### src/sia_pkg.sv
package sia_pkg;
  localparam int unsigned DATA_W   = 8;
  localparam int unsigned SIGN_BIT = 7;
  localparam int unsigned HALF_BIT = 4;

  // operation select, binary codes
  typedef enum logic [2:0]
  {
    SIA_OP_SUB_MA   = 3'h0,
    SIA_OP_SUBC_AM  = 3'h1,
    SIA_OP_SUBC_MA  = 3'h2,
    SIA_OP_SUBC_A   = 3'h3,
    SIA_OP_SUBC_M   = 3'h4,
    SIA_OP_INC_M    = 3'h5,
    SIA_OP_DEC_M    = 3'h6,
    SIA_OP_CLEAR_M  = 3'h7
  } sia_op_t;

  typedef struct packed
  {
    logic zero;
    logic carry;
    logic half_carry_flag;
    logic signed_wrap_flag;
  } sia_flags_t;

  typedef struct packed
  {
    logic              valid;
    sia_op_t           op;
    logic [7:0]        work_register;
    logic [7:0]        mem_data;
    logic              carry_in;
  } sia_req_t;

  typedef struct packed
  {
    logic              valid;
    logic              to_mem;
    logic              to_work;
    logic              flags_we;
    logic [7:0]        data;
    sia_flags_t        flags;
  } sia_rsp_t;

  localparam logic [7:0] ZERO_BYTE = 8'h00;
  localparam logic [7:0] ONE_BYTE  = 8'h01;
  localparam sia_rsp_t   RSP_RESET = '0;
endpackage : sia_pkg

### src/sia_alu.sv
`timescale 1ns/10ps
module sia_alu
(
  // clock and reset
  input  wire logic              core_clk,
  input  wire logic              rstn,
  // request from decode
  input  wire sia_pkg::sia_req_t req,
  // registered result
  output sia_pkg::sia_rsp_t      rsp
);

  // a - b - bin over 9 bits: bit 8 is the borrow out
  function automatic logic [8:0] sub9(input logic [7:0] a,
                                      input logic [7:0] b,
                                      input logic       bin);
    sub9 = {1'b0, a} - {1'b0, b} - {8'h00, bin};
  endfunction : sub9

  function automatic logic [4:0] sub5(input logic [3:0] a,
                                      input logic [3:0] b,
                                      input logic       bin);
    sub5 = {1'b0, a} - {1'b0, b} - {4'h0, bin};
  endfunction : sub5

  logic [7:0]          op_a;
  logic [7:0]          op_b;
  logic                op_c;
  logic [8:0]          diff;
  logic [4:0]          hdiff;
  sia_pkg::sia_rsp_t   next_rsp;

  always_comb
  begin
    op_a = req.mem_data;
    op_b = req.work_register;
    op_c = 1'b0;
    next_rsp = sia_pkg::RSP_RESET;
    next_rsp.valid = req.valid;
    next_rsp.to_mem = 1'b1;
    next_rsp.flags_we = req.valid;
    unique case (req.op)
      sia_pkg::SIA_OP_SUB_MA:
      begin
        op_a = req.mem_data;
        op_b = req.work_register;
      end
      sia_pkg::SIA_OP_SUBC_AM:
      begin
        op_a = req.work_register;
        op_b = req.mem_data;
        op_c = req.carry_in;
        next_rsp.to_mem = 1'b0;
        next_rsp.to_work = 1'b1;
      end
      sia_pkg::SIA_OP_SUBC_MA:
      begin
        op_a = req.mem_data;
        op_b = req.work_register;
        op_c = req.carry_in;
      end
      sia_pkg::SIA_OP_SUBC_A:
      begin
        op_a = req.work_register;
        op_b = sia_pkg::ZERO_BYTE;
        op_c = req.carry_in;
        next_rsp.to_mem = 1'b0;
        next_rsp.to_work = 1'b1;
      end
      sia_pkg::SIA_OP_SUBC_M:
      begin
        op_a = req.mem_data;
        op_b = sia_pkg::ZERO_BYTE;
        op_c = req.carry_in;
      end
      sia_pkg::SIA_OP_INC_M:
      begin
        // sum and flags come from the add path below
        op_a = req.mem_data;
        op_b = sia_pkg::ZERO_BYTE;
      end
      sia_pkg::SIA_OP_DEC_M:
      begin
        op_a = req.mem_data;
        op_b = sia_pkg::ONE_BYTE;
      end
      sia_pkg::SIA_OP_CLEAR_M:
      begin
        op_a = sia_pkg::ZERO_BYTE;
        op_b = sia_pkg::ZERO_BYTE;
        next_rsp.flags_we = 1'b0;
      end
    endcase
    diff  = sub9(op_a, op_b, op_c);
    hdiff = sub5(op_a[3:0], op_b[3:0], op_c);
    next_rsp.data = diff[7:0];
    // carry = borrow out of bit 7, half carry = borrow out of bit 3
    next_rsp.flags.carry = diff[sia_pkg::DATA_W];
    next_rsp.flags.half_carry_flag = hdiff[sia_pkg::HALF_BIT];
    next_rsp.flags.signed_wrap_flag =
      (op_a[sia_pkg::SIGN_BIT] ^ op_b[sia_pkg::SIGN_BIT]) &
      (op_a[sia_pkg::SIGN_BIT] ^ diff[sia_pkg::SIGN_BIT]);
    if (req.op == sia_pkg::SIA_OP_INC_M)
    begin
      // add one: carry out of bit 7 and bit 3
      diff = {1'b0, req.mem_data} + {1'b0, sia_pkg::ONE_BYTE};
      next_rsp.data = diff[7:0];
      next_rsp.flags.carry = diff[sia_pkg::DATA_W];
      next_rsp.flags.half_carry_flag = (req.mem_data[3:0] == 4'hF);
      next_rsp.flags.signed_wrap_flag = ~req.mem_data[sia_pkg::SIGN_BIT] &
                                        diff[sia_pkg::SIGN_BIT];
    end
    next_rsp.flags.zero = (next_rsp.data == sia_pkg::ZERO_BYTE);
    if (!req.valid)
    begin
      next_rsp = sia_pkg::RSP_RESET;
    end
  end

  always_ff @(posedge core_clk or negedge rstn)
  begin
    if (!rstn)
      rsp <= sia_pkg::RSP_RESET;
    else
      rsp <= next_rsp;
  end
endmodule : sia_alu

### config.mk
export PLATFORM = sky130hd
export DESIGN_NAME = sia_alu
export DESIGN_NICKNAME = d
export VERILOG_FILES = /design/src/sia_pkg.sv /design/src/sia_alu.sv
export SDC_FILE = /design/constraint.sdc
export NUM_CORES = 1
export LEC_CHECK = 0
export BUFFER_PORTS_ARGS = -buffer_cell sky130_fd_sc_hd__buf_2
export CAP_MARGIN = 10
export CORE_UTILIZATION = 35
export DETAILED_ROUTE_END_ITERATION = 16
export GPL_TIMING_DRIVEN = 1
export PLACE_DENSITY_LB_ADDON = 0.1
export SYNTH_ARGS = -nofsm -noshare
export SYNTH_HDL_FRONTEND = slang
export SYNTH_SLANG_ARGS = --single-unit
### constraint.sdc
create_clock -name core_clk -period 1.01 [get_ports core_clk]
set_input_delay 0.101 -clock core_clk [delete_from_list [all_inputs] [get_ports core_clk]]
set_output_delay 0.101 -clock core_clk [all_outputs]
set_load 0.05 [all_outputs]
==> results of run 1 <==
==> timing repair <==
action,4_1_cts,5_1_grt
endpoints found under the hold margin,16,0
setup endpoints to repair,12,12
pin swaps,35,20
gates resized for setup,36,11
hold buffers,1,0
buffers inserted,6,0
==> layout by cell type, fill, tap and decap left out, types with 3 or more instances in the layout <==
cell	count
nand3_1	7
o21ai_2	5
a22oi_1	5
buf_2	35
and2_1	5
inv_1	13
nor2b_1	6
ha_4	4
o21ai_1	3
a211oi_2	3
nor2_1	16
ha_1	9
a21oi_1	12
inv_2	5
a21oi_2	3
clkbuf_8	3
buf_4	47
nand2b_4	3
nand2_1	8
buf_6	10
nand3b_1	3
dfrtp_1	16
nor2b_4	3
xnor2_1	5
==> logic make-up (layout without fill, tap and decap cells) <==
logic type	after synthesis	count (layout)	share of synthesized area [%]
adder cells (fa/ha/maj)	16	16	13.6
buffers and inverters	27	116	7.28
XOR/XNOR	10	10	5.54
AO/OA/AOI/OAI	52	52	23.3
flip-flops	16	16	25.3
AND/OR/NAND/NOR	69	69	25.0
==> cell type report <==
type / instances / area (um^2) / share of cell area, %
multi-input cells: 147 / 1300 / 50.7
clock buffers: 3 / 41.3 / 1.62
well taps: 52 / 65.1 / 2.55
inverters: 18 / 67.6 / 2.64
flip-flops and latches: 16 / 400 / 15.7
repair buffers: 95 / 686 / 26.8
==> final timing paths <==
path	slack, ns	start	end
worst min-delay path	0.07	req[18]	rsp[12]$_DFF_PN0_
min in group asynchronous	0.30	rstn	rsp[7]$_DFF_PN0_
max in group asynchronous	0.46	rstn	rsp[8]$_DFF_PN0_
worst max-delay path	-1.23	req[17]	rsp[3]$_DFF_PN0_
==> power by group through the flow <==
stage	Clock, W	Sequential [W]	Combinational (W)
finish	0.000445	0.000739	0.00194
global route	0.000491	0.000747	0.00208
CTS	0.000461	0.000740	0.00184
detailed placement	0	0.000752	0.00168
global placement	0	0.000748	0.00165
floorplan	0	0.00105	0.000824
==> critical path, stage by stage <==
cell and delay (ns):
buf_8 0.11, or3_1 0.36, and3_4 0.16, fa_2 0.33, inv_2 0.09, fa_2 0.46
nor4b_2 0.22, o21ai_1 0.11, a211oi_2 0.15, o211ai_1 0.15, nor4_2 0.16
==> routing by layer <==
metal	part of all wire [%]	track usage [%]	vias up
met1	42	21.1	778
met3	2.6	1.74	12
met2	53	39.4	45
met5	0	0	-
met4	3.0	8.62	0
li1	-	-	846
==> through the flow <==
stage / cell area [um^2] / TNS (ns) / instances / util (%)
after detailed placement: 2260 / -15.90 / 321 / 52.0
after CTS: 2500 / -11.76 / 331 / 57.5
after global placement: 2260 / -15.61 / 321 / 52.0
final: 2560 / -11.42 / 331 / 58.7
after floorplan: 1710 / -13.42 / 190 / -
after global routing: 2560 / -12.54 / 331 / 58.7
==> key figures, run 1 <==
Synth
  • Area contributors post-synth: dfrtp_1 25%, ha_1 11%, a21oi_1 5.1%, inv_1 4.3%, xnor2_1 3.9%
  • Number of synthesized flops with an enable pin: 0
  • Seq/Total Area, Yosys: approximately 25%
  • Yosys warns: 0
  • Largest area contributor in the netlist: dfrtp_1
  • Yosys top cell area share: between 20% and 30%
  • Netlist cell types: 47
  • Most common cell in the netlist: inv_1
  • Commonest cells post-synth: 18 x inv_1, 16 x a21oi_1, 16 x dfrtp_1, 16 x nor2_1, 14 x ha_1
  • Ys async rst share: 100%
  • Synth Net Count: between 200 and 250
  • Synth Area per Inst: roughly 8.3 um^2
  • Yosys reg bits: 16
  • Top FF cell, synth: dfrtp_1
  • Gate count after technology mapping: 190
  • Area of the mapped netlist: 1580 um^2

Die
  • Horiz. Die Dim: a little under 70 um
  • Initial core utilization: 36.3%
  • Core area: ~4400 um^2
  • Ports: 39
  • Die area: 4790 um^2
  • Rows: 24
  • Die height: about 70 um

Place
  • Routability cong.: about 0.9
  • Pre-CTS setup slack: -1.68 ns
  • Port-buffer cells: 38
  • Post-DP HPWL: between 3 and 4 mm

STA
  • Tmin final: around 2.2 ns
  • Fin. max-slew vios: 0
  • Hold Vio Cnt, Final: 0
  • Relative slew slack: 77.5%
  • Worst slew pin tran: 0.337 ns
  • Final worst slack: -1.23 ns
  • FMAX: roughly 450 MHz
  • RSZ-0062 raised after global routing: yes
  • Final period util: 222%
  • Count of final setup violators: 12
  • Fin Hold WS: around 0.073 ns

Worst setup path
  • CP startpoint kind: input port
  • Setup CP Type: in2reg
  • Critical path data arrival time: about 2.4 ns
  • Worst Setup End Kind: flop
  • Critical Path RT: about 1.2 ns
  • Worst-path fanout max: 6

Detailed routing
  • First-pass DRT Iterations: 4
  • Vias after detailed routing: 1681
  • DRC: 0
  • Initial DRC count: 32
  • ANT nets after route: 0
  • Drt via density: 5.08
  • Total length of routed wires: 4.61 mm
  • Average wire per standard cell: around 14 um

Clock network
  • H-tree depth: 1
  • Clk root buf: clkbuf_8
  • Worst-path clk slew: 0.05 ns
  • CTS Sinks: 16
  • Cts bufs inserted: 3
  • CTS tree: yes
  • Max clock buf depth: 2

Layout
  • ANT cells: 0
  • Filler cells: around 390
  • Final nets: 320
  • Max reg flops: 16
  • Top Registers: rsp: 16 flops
  • Largest reg by FF count: rsp
  • Layout cells sized above 1: between 50 and 60%
  • Syn-to-layout area delta: 61.6%

Global route
  • Gr usage total: 19.9%
  • Largest net degree at the start of global routing: 17
  • Global-route wire length before repair: roughly 7.8 mm
  • Overflow after GRT: 0
  • Number of global-route vias before repair: 1772
  • Initial antenna violation count: 0

Power
  • Switch Pwr: 0.00127 W
  • PD cells: roughly 1200 nW/um^2
  • Clock power share: 14.3%
  • Leak: 1.23 nW
  • VDD IR max: 542 uV
  • Switching share of power: between 40% and 50%
  • Register share of total power: 23.7%
  • Tot Pwr: 0.00312 W
  • Comb pwr share: between 60% and 70%
  • Pint: 0.00185 W

Flow run
  • Max cap viols: 0

Status
  • Status: complete, but fails checks
  • Violated checks: negative setup slack

Min path
  • Hold depth: 2
  • Hold Crit Class: in2reg
Power figures use the tool's default switching activity.
==> run 2, diff against run 1 <==
--- a/config.mk
+++ b/config.mk
@@ -11,6 +11,7 @@
 export DETAILED_ROUTE_END_ITERATION = 16
 export GPL_TIMING_DRIVEN = 1
 export PLACE_DENSITY_LB_ADDON = 0.1
+export RECOVER_POWER = 100
 export SYNTH_ARGS = -nofsm -noshare
 export SYNTH_HDL_FRONTEND = slang
 export SYNTH_SLANG_ARGS = --single-unit
==> run 2 against run 1 <==
The run still ends with negative setup slack left. Flip-flop and latch count unchanged. Die area unchanged. Clock power about the same. Critical path depth unchanged. Power about the same. Via count stayed put. Global-route usage stayed put. Fmax is essentially flat. Highest routed layer unchanged.
==> key figures, run 2 (synthesized netlist as in run 1, its figures left out) <==
Status
  • Status: complete, but fails checks
  • Violated checks: negative setup slack

Clock network
  • Worst-path clk slew: 0.05 ns (about the same)
  • Clk root buf: clkbuf_8
  • H-tree depth: 1 (unchanged)
  • CTS Sinks: 16 (unchanged)
  • Cts bufs inserted: 3 (unchanged)
  • Max clock buf depth: 2 (unchanged)
  • CTS tree: yes

Min path
  • Worst Hold End: rsp[12]$_DFF_PN0_
  • Hold Crit Class: in2reg
  • Hold depth: 2 (unchanged)
  • Hold Startpoint: req[18]

Worst setup path
  • Critical Path RT: 1.16 ns (about the same)
  • Worst stage delay on the critical path: 0.46 ns (about the same)
  • Buf/Inv on CP: 2 (unchanged)
  • CP startpoint kind: input port
  • Top delay family on crit path: simple AND/OR/NAND/NOR gates
  • CP max stage cell: fa_2
  • CP Cell Sequence: buf_8 -> or3_1 -> and3_4 -> fa_2 -> inv_2 -> fa_2 -> nor4b_2 -> o21ai_1 -> a211oi_2 -> o211ai_1 -> nor4_2
  • Worst Setup End Kind: flop
  • Critical path data arrival time: 2.39 ns (about the same)
  • Crit-path most repeated cell: fa_2
  • Worst-path fanout max: 6 (unchanged)
  • Setup CP Type: in2reg

Die
  • Ports: 39 (unchanged)
  • Core area: 4350 um^2 (unchanged)
  • Rows: 24 (unchanged)
  • Die area: 4790 um^2 (unchanged)
  • Initial core utilization: 36.3% (unchanged)
  • Die height: 69.2 um (unchanged)
  • Horiz. Die Dim: 69.2 um (unchanged)

Global route
  • Global-route wire length before repair: 7.76 mm (unchanged)
  • Initial antenna violation count: 0 (unchanged)
  • Number of global-route vias before repair: 1772 (unchanged)
  • Overflow after GRT: 0 (unchanged)
  • Gr usage total: 19.9% (unchanged)
  • Largest net degree at the start of global routing: 17 (unchanged)

STA
  • Total negative slack: -11.42 ns (+0.000600 ns)
  • Final worst slack: -1.23 ns (-0.0000200 ns)
  • Fin. max-slew vios: 0 (unchanged)
  • Fin Hold WS: 0.0731 ns (-0.0000238 ns)
  • Hold Vio Cnt, Final: 0 (unchanged)
  • Worst slew pin tran: 0.374 ns (+0.0371 ns)
  • Tmin final: 2.24 ns (+0.0000200 ns)
  • Final period util: 222% (about the same)
  • RSZ-0062 raised after global routing: yes
  • FMAX: 446 MHz (about the same)
  • Relative slew slack: 75.0% (-2.5 points)
  • Count of final setup violators: 12 (unchanged)

Place
  • Routability cong.: 0.880 (unchanged)
  • Post-DP HPWL: 3.75 mm (unchanged)
  • Port-buffer cells: 38 (unchanged)
  • Pre-CTS setup slack: -1.68 ns (unchanged)

Power
  • Clock power share: 14.3% (about the same)
  • Switching share of power: 40.7% (+0.085 points)
  • VDD IR max: 541 uV (-0.18%)
  • Leak: 1.22 nW (-0.48%)
  • PD cells: 1220 nW/um^2 (about the same)
  • Comb pwr share: 62.0% (about the same)
  • Pint: 0.00185 W (-0.13%)
  • Register share of total power: 23.8% (about the same)
  • Switch Pwr: 0.00127 W (+0.22%)

Layout
  • Utilization after layout: 58.7% (unchanged)
  • Most frequent cells in the layout: 47 x buf_4, 18 x buf_2, 17 x clkbuf_2, 16 x nor2_1, 16 x dfrtp_1
  • Final nets: 320 (unchanged)
  • Layout cells sized above 1: 52.7% (unchanged)
  • Most common cell after layout, fill and taps aside: buf_4
  • Largest reg by FF count: rsp
  • Max reg flops: 16 (unchanged)
  • ANT cells: 0 (unchanged)
  • Syn-to-layout area delta: 61.6% (unchanged)
  • Top Registers: rsp: 16 flops

Detailed routing
  • ANT nets after route: 0 (unchanged)
  • First-pass DRT Iterations: 4 (unchanged)
  • Total length of routed wires: 4.61 mm (about the same)
  • Vias after detailed routing: 1681 (unchanged)
  • DRC: 0 (unchanged)
  • Initial DRC count: 31 (-3.1%)
  • Drt via density: 5.08 (unchanged)
  • Average wire per standard cell: 13.9 um (about the same)

Flow run
  • Max cap viols: 0 (unchanged)
==> run 2: cell types whose count changed in the layout (fill, tap and decap cells not counted) <==
cell	before	now
clkbuf_2	0	17
buf_2	35	18
==> run 2: worst max path at each step <==
| stage | slack (ns) | cells past startpoint | endpoint | from |
|---|---|---|---|---|
| floorplan | -1.43 | 11 | rsp[3]$_DFF_PN0_ | req[18] |
| global placement | -1.60 | 11 | rsp[3]$_DFF_PN0_ | req[18] |
| CTS | -1.40 | 11 | rsp[3]$_DFF_PN0_ | req[17] |
| finish | -1.23 | 11 | rsp[3]$_DFF_PN0_ | req[17] |
| detailed placement | -1.68 | 11 | rsp[3]$_DFF_PN0_ | req[18] |
| global route | -1.38 | 11 | rsp[3]$_DFF_PN0_ | req[17] |
==> run 2: power groups by stage <==
stage               sequential, W  clock, W  combinational, W
CTS                      0.000740  0.000461           0.00184
finish                   0.000743  0.000445           0.00193
floorplan                 0.00105         0          0.000824
global route             0.000751  0.000491           0.00207
detailed placement       0.000752         0           0.00168
global placement         0.000748         0           0.00165
==> run 2: per-stage QoR <==
| stage | instance area, um^2 | cells | power [W] |
|---|---|---|---|
| 2_1_floorplan | 1710 | 190 | 0.00188 |
| 3_3_place_gp | 2260 | 321 | 0.00239 |
| 3_5_place_dp | 2260 | 321 | 0.00243 |
| 4_1_cts | 2500 | 331 | 0.00304 |
| 5_1_grt | 2560 | 331 | 0.00332 |
| 6_report | 2560 | 331 | 0.00312 |
==> run 2: metal layers <==
metal,up-vias,GRT usage [%],part of all wire [%]
met3,12,1.74,2.7
met1,778,21.1,41
met5,-,0,0
li1,846,-,-
met4,0,8.62,3.0
met2,45,39.4,53
==> run 2: area by class of cell <==
type	instances	area, um^2
timing repair buffer	95	686
tap	52	65.1
sequential	16	400
multi-input combinational	147	1300
fill	393	1800
clock buffer	3	41.3
inverter	18	67.6
==> run 2: repair_timing <==
item	4_1_cts	5_1_grt
hold buffers	1	0
endpoints found under the setup margin	12	12
pin swaps	35	20
gates resized for setup	36	11
endpoints found under the hold margin	16	0
setup buffers	6	0
==> run 3, diff against run 2 <==
--- a/config.mk
+++ b/config.mk
@@ -8,6 +8,7 @@
 export BUFFER_PORTS_ARGS = -buffer_cell sky130_fd_sc_hd__buf_2
 export CAP_MARGIN = 10
 export CORE_UTILIZATION = 35
+export CTS_BUF_LIST = sky130_fd_sc_hd__clkbuf_16
 export DETAILED_ROUTE_END_ITERATION = 16
 export GPL_TIMING_DRIVEN = 1
 export PLACE_DENSITY_LB_ADDON = 0.1
==> run 3 against run 2 <==
Highest routed layer unchanged. Flip-flop and latch count is the same. Largest cell class unchanged. Cell area grew 1.1%. Combinational power is essentially flat. Power grew 7.7%. Fmax shrank 0.30%. Critical path type unchanged. Largest power group unchanged. Critical path depth is the same. Via count shrank 1.4%. The run still ends with negative setup slack left. Clock power grew 62%. Sequential power is essentially flat. Count of clock-buffer cells in the layout is the same. First-iteration DRC count grew 9.7%.
==> key figures, run 3 (synthesized netlist as in run 1, its figures left out) <==
Clock network
  • Cts bufs inserted: 3 (unchanged)
  • H-tree depth: 1 (unchanged)
  • Max clock buf depth: 2 (unchanged)
  • CTS tree: yes
  • Worst-path clk slew: 0.04 ns (about the same)
  • Clk root buf: clkbuf_16
  • CTS Sinks: 16 (unchanged)

Layout
  • Most common cell after layout, fill and taps aside: buf_4
  • Most frequent cells in the layout: 46 x buf_4, 18 x buf_2, 17 x clkbuf_2, 16 x nor2_1, 16 x dfrtp_1
  • Filler cells: 391 (-0.51%)
  • Final nets: 319 (-0.31%)
  • Layout cells sized above 1: 51.4% (-1.2 points)
  • Footprint of the multi-input gates: 1290 um^2 (-0.58%)
  • Top Registers: rsp: 16 flops
  • Storage element area: 400 um^2 (unchanged)
  • Max reg flops: 16 (unchanged)
  • Largest reg by FF count: rsp
  • ANT cells: 0 (unchanged)
  • Syn-to-layout area delta: 63.4%

Place
  • Port-buffer cells: 38 (unchanged)
  • Pre-CTS setup slack: -1.68 ns (unchanged)
  • Post-DP HPWL: 3.75 mm (unchanged)
  • Routability cong.: 0.880 (unchanged)

Detailed routing
  • Initial DRC count: 34 (+9.7%)
  • Average wire per standard cell: 13.9 um (-0.31%)
  • Total length of routed wires: 4.58 mm (-0.61%)
  • First-pass DRT Iterations: 5 (+1)
  • Drt via density: 5.02 (-1.1%)
  • ANT nets after route: 0 (unchanged)
  • DRC: 0 (unchanged)
  • Vias after detailed routing: 1658 (-1.4%)

Die
  • Horiz. Die Dim: 69.2 um (unchanged)
  • Die area: 4790 um^2 (unchanged)
  • Die height: 69.2 um (unchanged)
  • Initial core utilization: 36.3% (unchanged)
  • Rows: 24 (unchanged)
  • Ports: 39 (unchanged)
  • Core area: 4350 um^2 (unchanged)

Global route
  • Gr usage total: 19.7% (-0.24 points)
  • Global-route wire length before repair: 7.70 mm (-0.71%)
  • Overflow after GRT: 0 (unchanged)
  • Number of global-route vias before repair: 1752 (-1.1%)
  • Initial antenna violation count: 0 (unchanged)
  • Largest net degree at the start of global routing: 17 (unchanged)

Power
  • Leak: 1.24 nW (+1.1%)
  • PD cells: 1300 nW/um^2 (+6.6%)
  • VDD IR max: 875 uV (+62%)

Worst setup path
  • Critical path data arrival time: 2.39 ns (about the same)
  • CP startpoint kind: input port
  • Worst Setup End Kind: flop
  • Setup CP Type: in2reg
  • Critical Path RT: 1.15 ns (about the same)
  • Worst-path fanout max: 6 (unchanged)

Min path
  • Hold Crit Class: in2reg

STA
  • Final worst slack: -1.24 ns (-0.00684 ns)
  • Tmin final: 2.25 ns (+0.00684 ns)
  • Relative slew slack: 75.4% (+0.39 points)
  • Fin Hold WS: 0.0758 ns (+0.00264 ns)
  • Hold Vio Cnt, Final: 0 (unchanged)
  • Count of final setup violators: 12 (unchanged)
  • Fin. max-slew vios: 0 (unchanged)
  • Total negative slack: -11.32 ns (+0.102 ns)
  • Worst slew pin tran: 0.368 ns (-0.00588 ns)
  • FMAX: 444 MHz (-0.30%)
  • RSZ-0062 raised after global routing: yes
  • Final period util: 223% (+0.68 points)

Status
  • Violated checks: negative setup slack
  • Status: complete, but fails checks

Flow run
  • Max cap viols: 0 (unchanged)
-- run 3: cell count changes in the layout (fill, tap and decap cells not counted), moves of 2 or more --
cell	delta
clkbuf_16	+3
clkbuf_8	-3
o21ai_1	+2
o21ai_2	-2
-- run 3: worst max-delay path, cell delays in order --
cell and delay, ns:
buf_8 0.11, or3_1 0.36, and3_4 0.16, fa_2 0.33, inv_2 0.09, fa_2 0.46
nor4b_2 0.22, o21ai_1 0.12, a211oi_2 0.15, o211ai_1 0.15, nor4_2 0.16
-- run 3: layout make-up --
class	instances	area share, %
clock buffer	3	2.91
sequential	16	15.5
timing repair buffer	94	26.6
inverter	18	2.62
multi-input combinational	147	49.9
tap	52	2.52
-- run 3: through the flow --
step | cells | utilization [%] | power, W | cell area, um^2
3_5_place_dp | 321 | 52.0 | 0.00243 | 2260
3_3_place_gp | 321 | 52.0 | 0.00239 | 2260
4_1_cts | 329 | 57.9 | 0.00331 | 2520
5_1_grt | 330 | 59.3 | 0.00357 | 2580
2_1_floorplan | 190 | - | 0.00188 | 1710
6_report | 330 | 59.3 | 0.00336 | 2580
-- run 3: metal layers --
metal / global-route usage (%) / share of wire [%] / up-vias
met5: 0 / 0 / -
met4: 6.58 / 2.2 / 0
met3: 1.74 / 2.9 / 8
met2: 39.2 / 53 / 43
met1: 21.4 / 42 / 761
li1: - / - / 846
-- run 3: repair_timing --
item                                   CTS  global route
buffers inserted                         5             1
endpoints found under the hold margin   16             0
hold buffers                             1             0
resized for setup                       36             8
setup endpoints to repair               12            12
pin swaps                               31            16
-- run 3: worst paths after layout --
path / from / to / slack (ns) / depth (start not counted)
max in group asynchronous: rstn / rsp[11]$_DFF_PN0_ / 0.42 / 2
min in group asynchronous: rstn / rsp[6]$_DFF_PN0_ / 0.32 / 2
max: req[17] / rsp[3]$_DFF_PN0_ / -1.24 / 11
min: req[18] / rsp[12]$_DFF_PN0_ / 0.08 / 2
-- run 3: where the power goes --
group          internal (W)  switching, W  leakage [nW]
Clock              0.000516      0.000206        0.0370
Combinational      0.000847       0.00105         0.993
Sequential         0.000724     0.0000201         0.206
Total               0.00209       0.00128          1.24
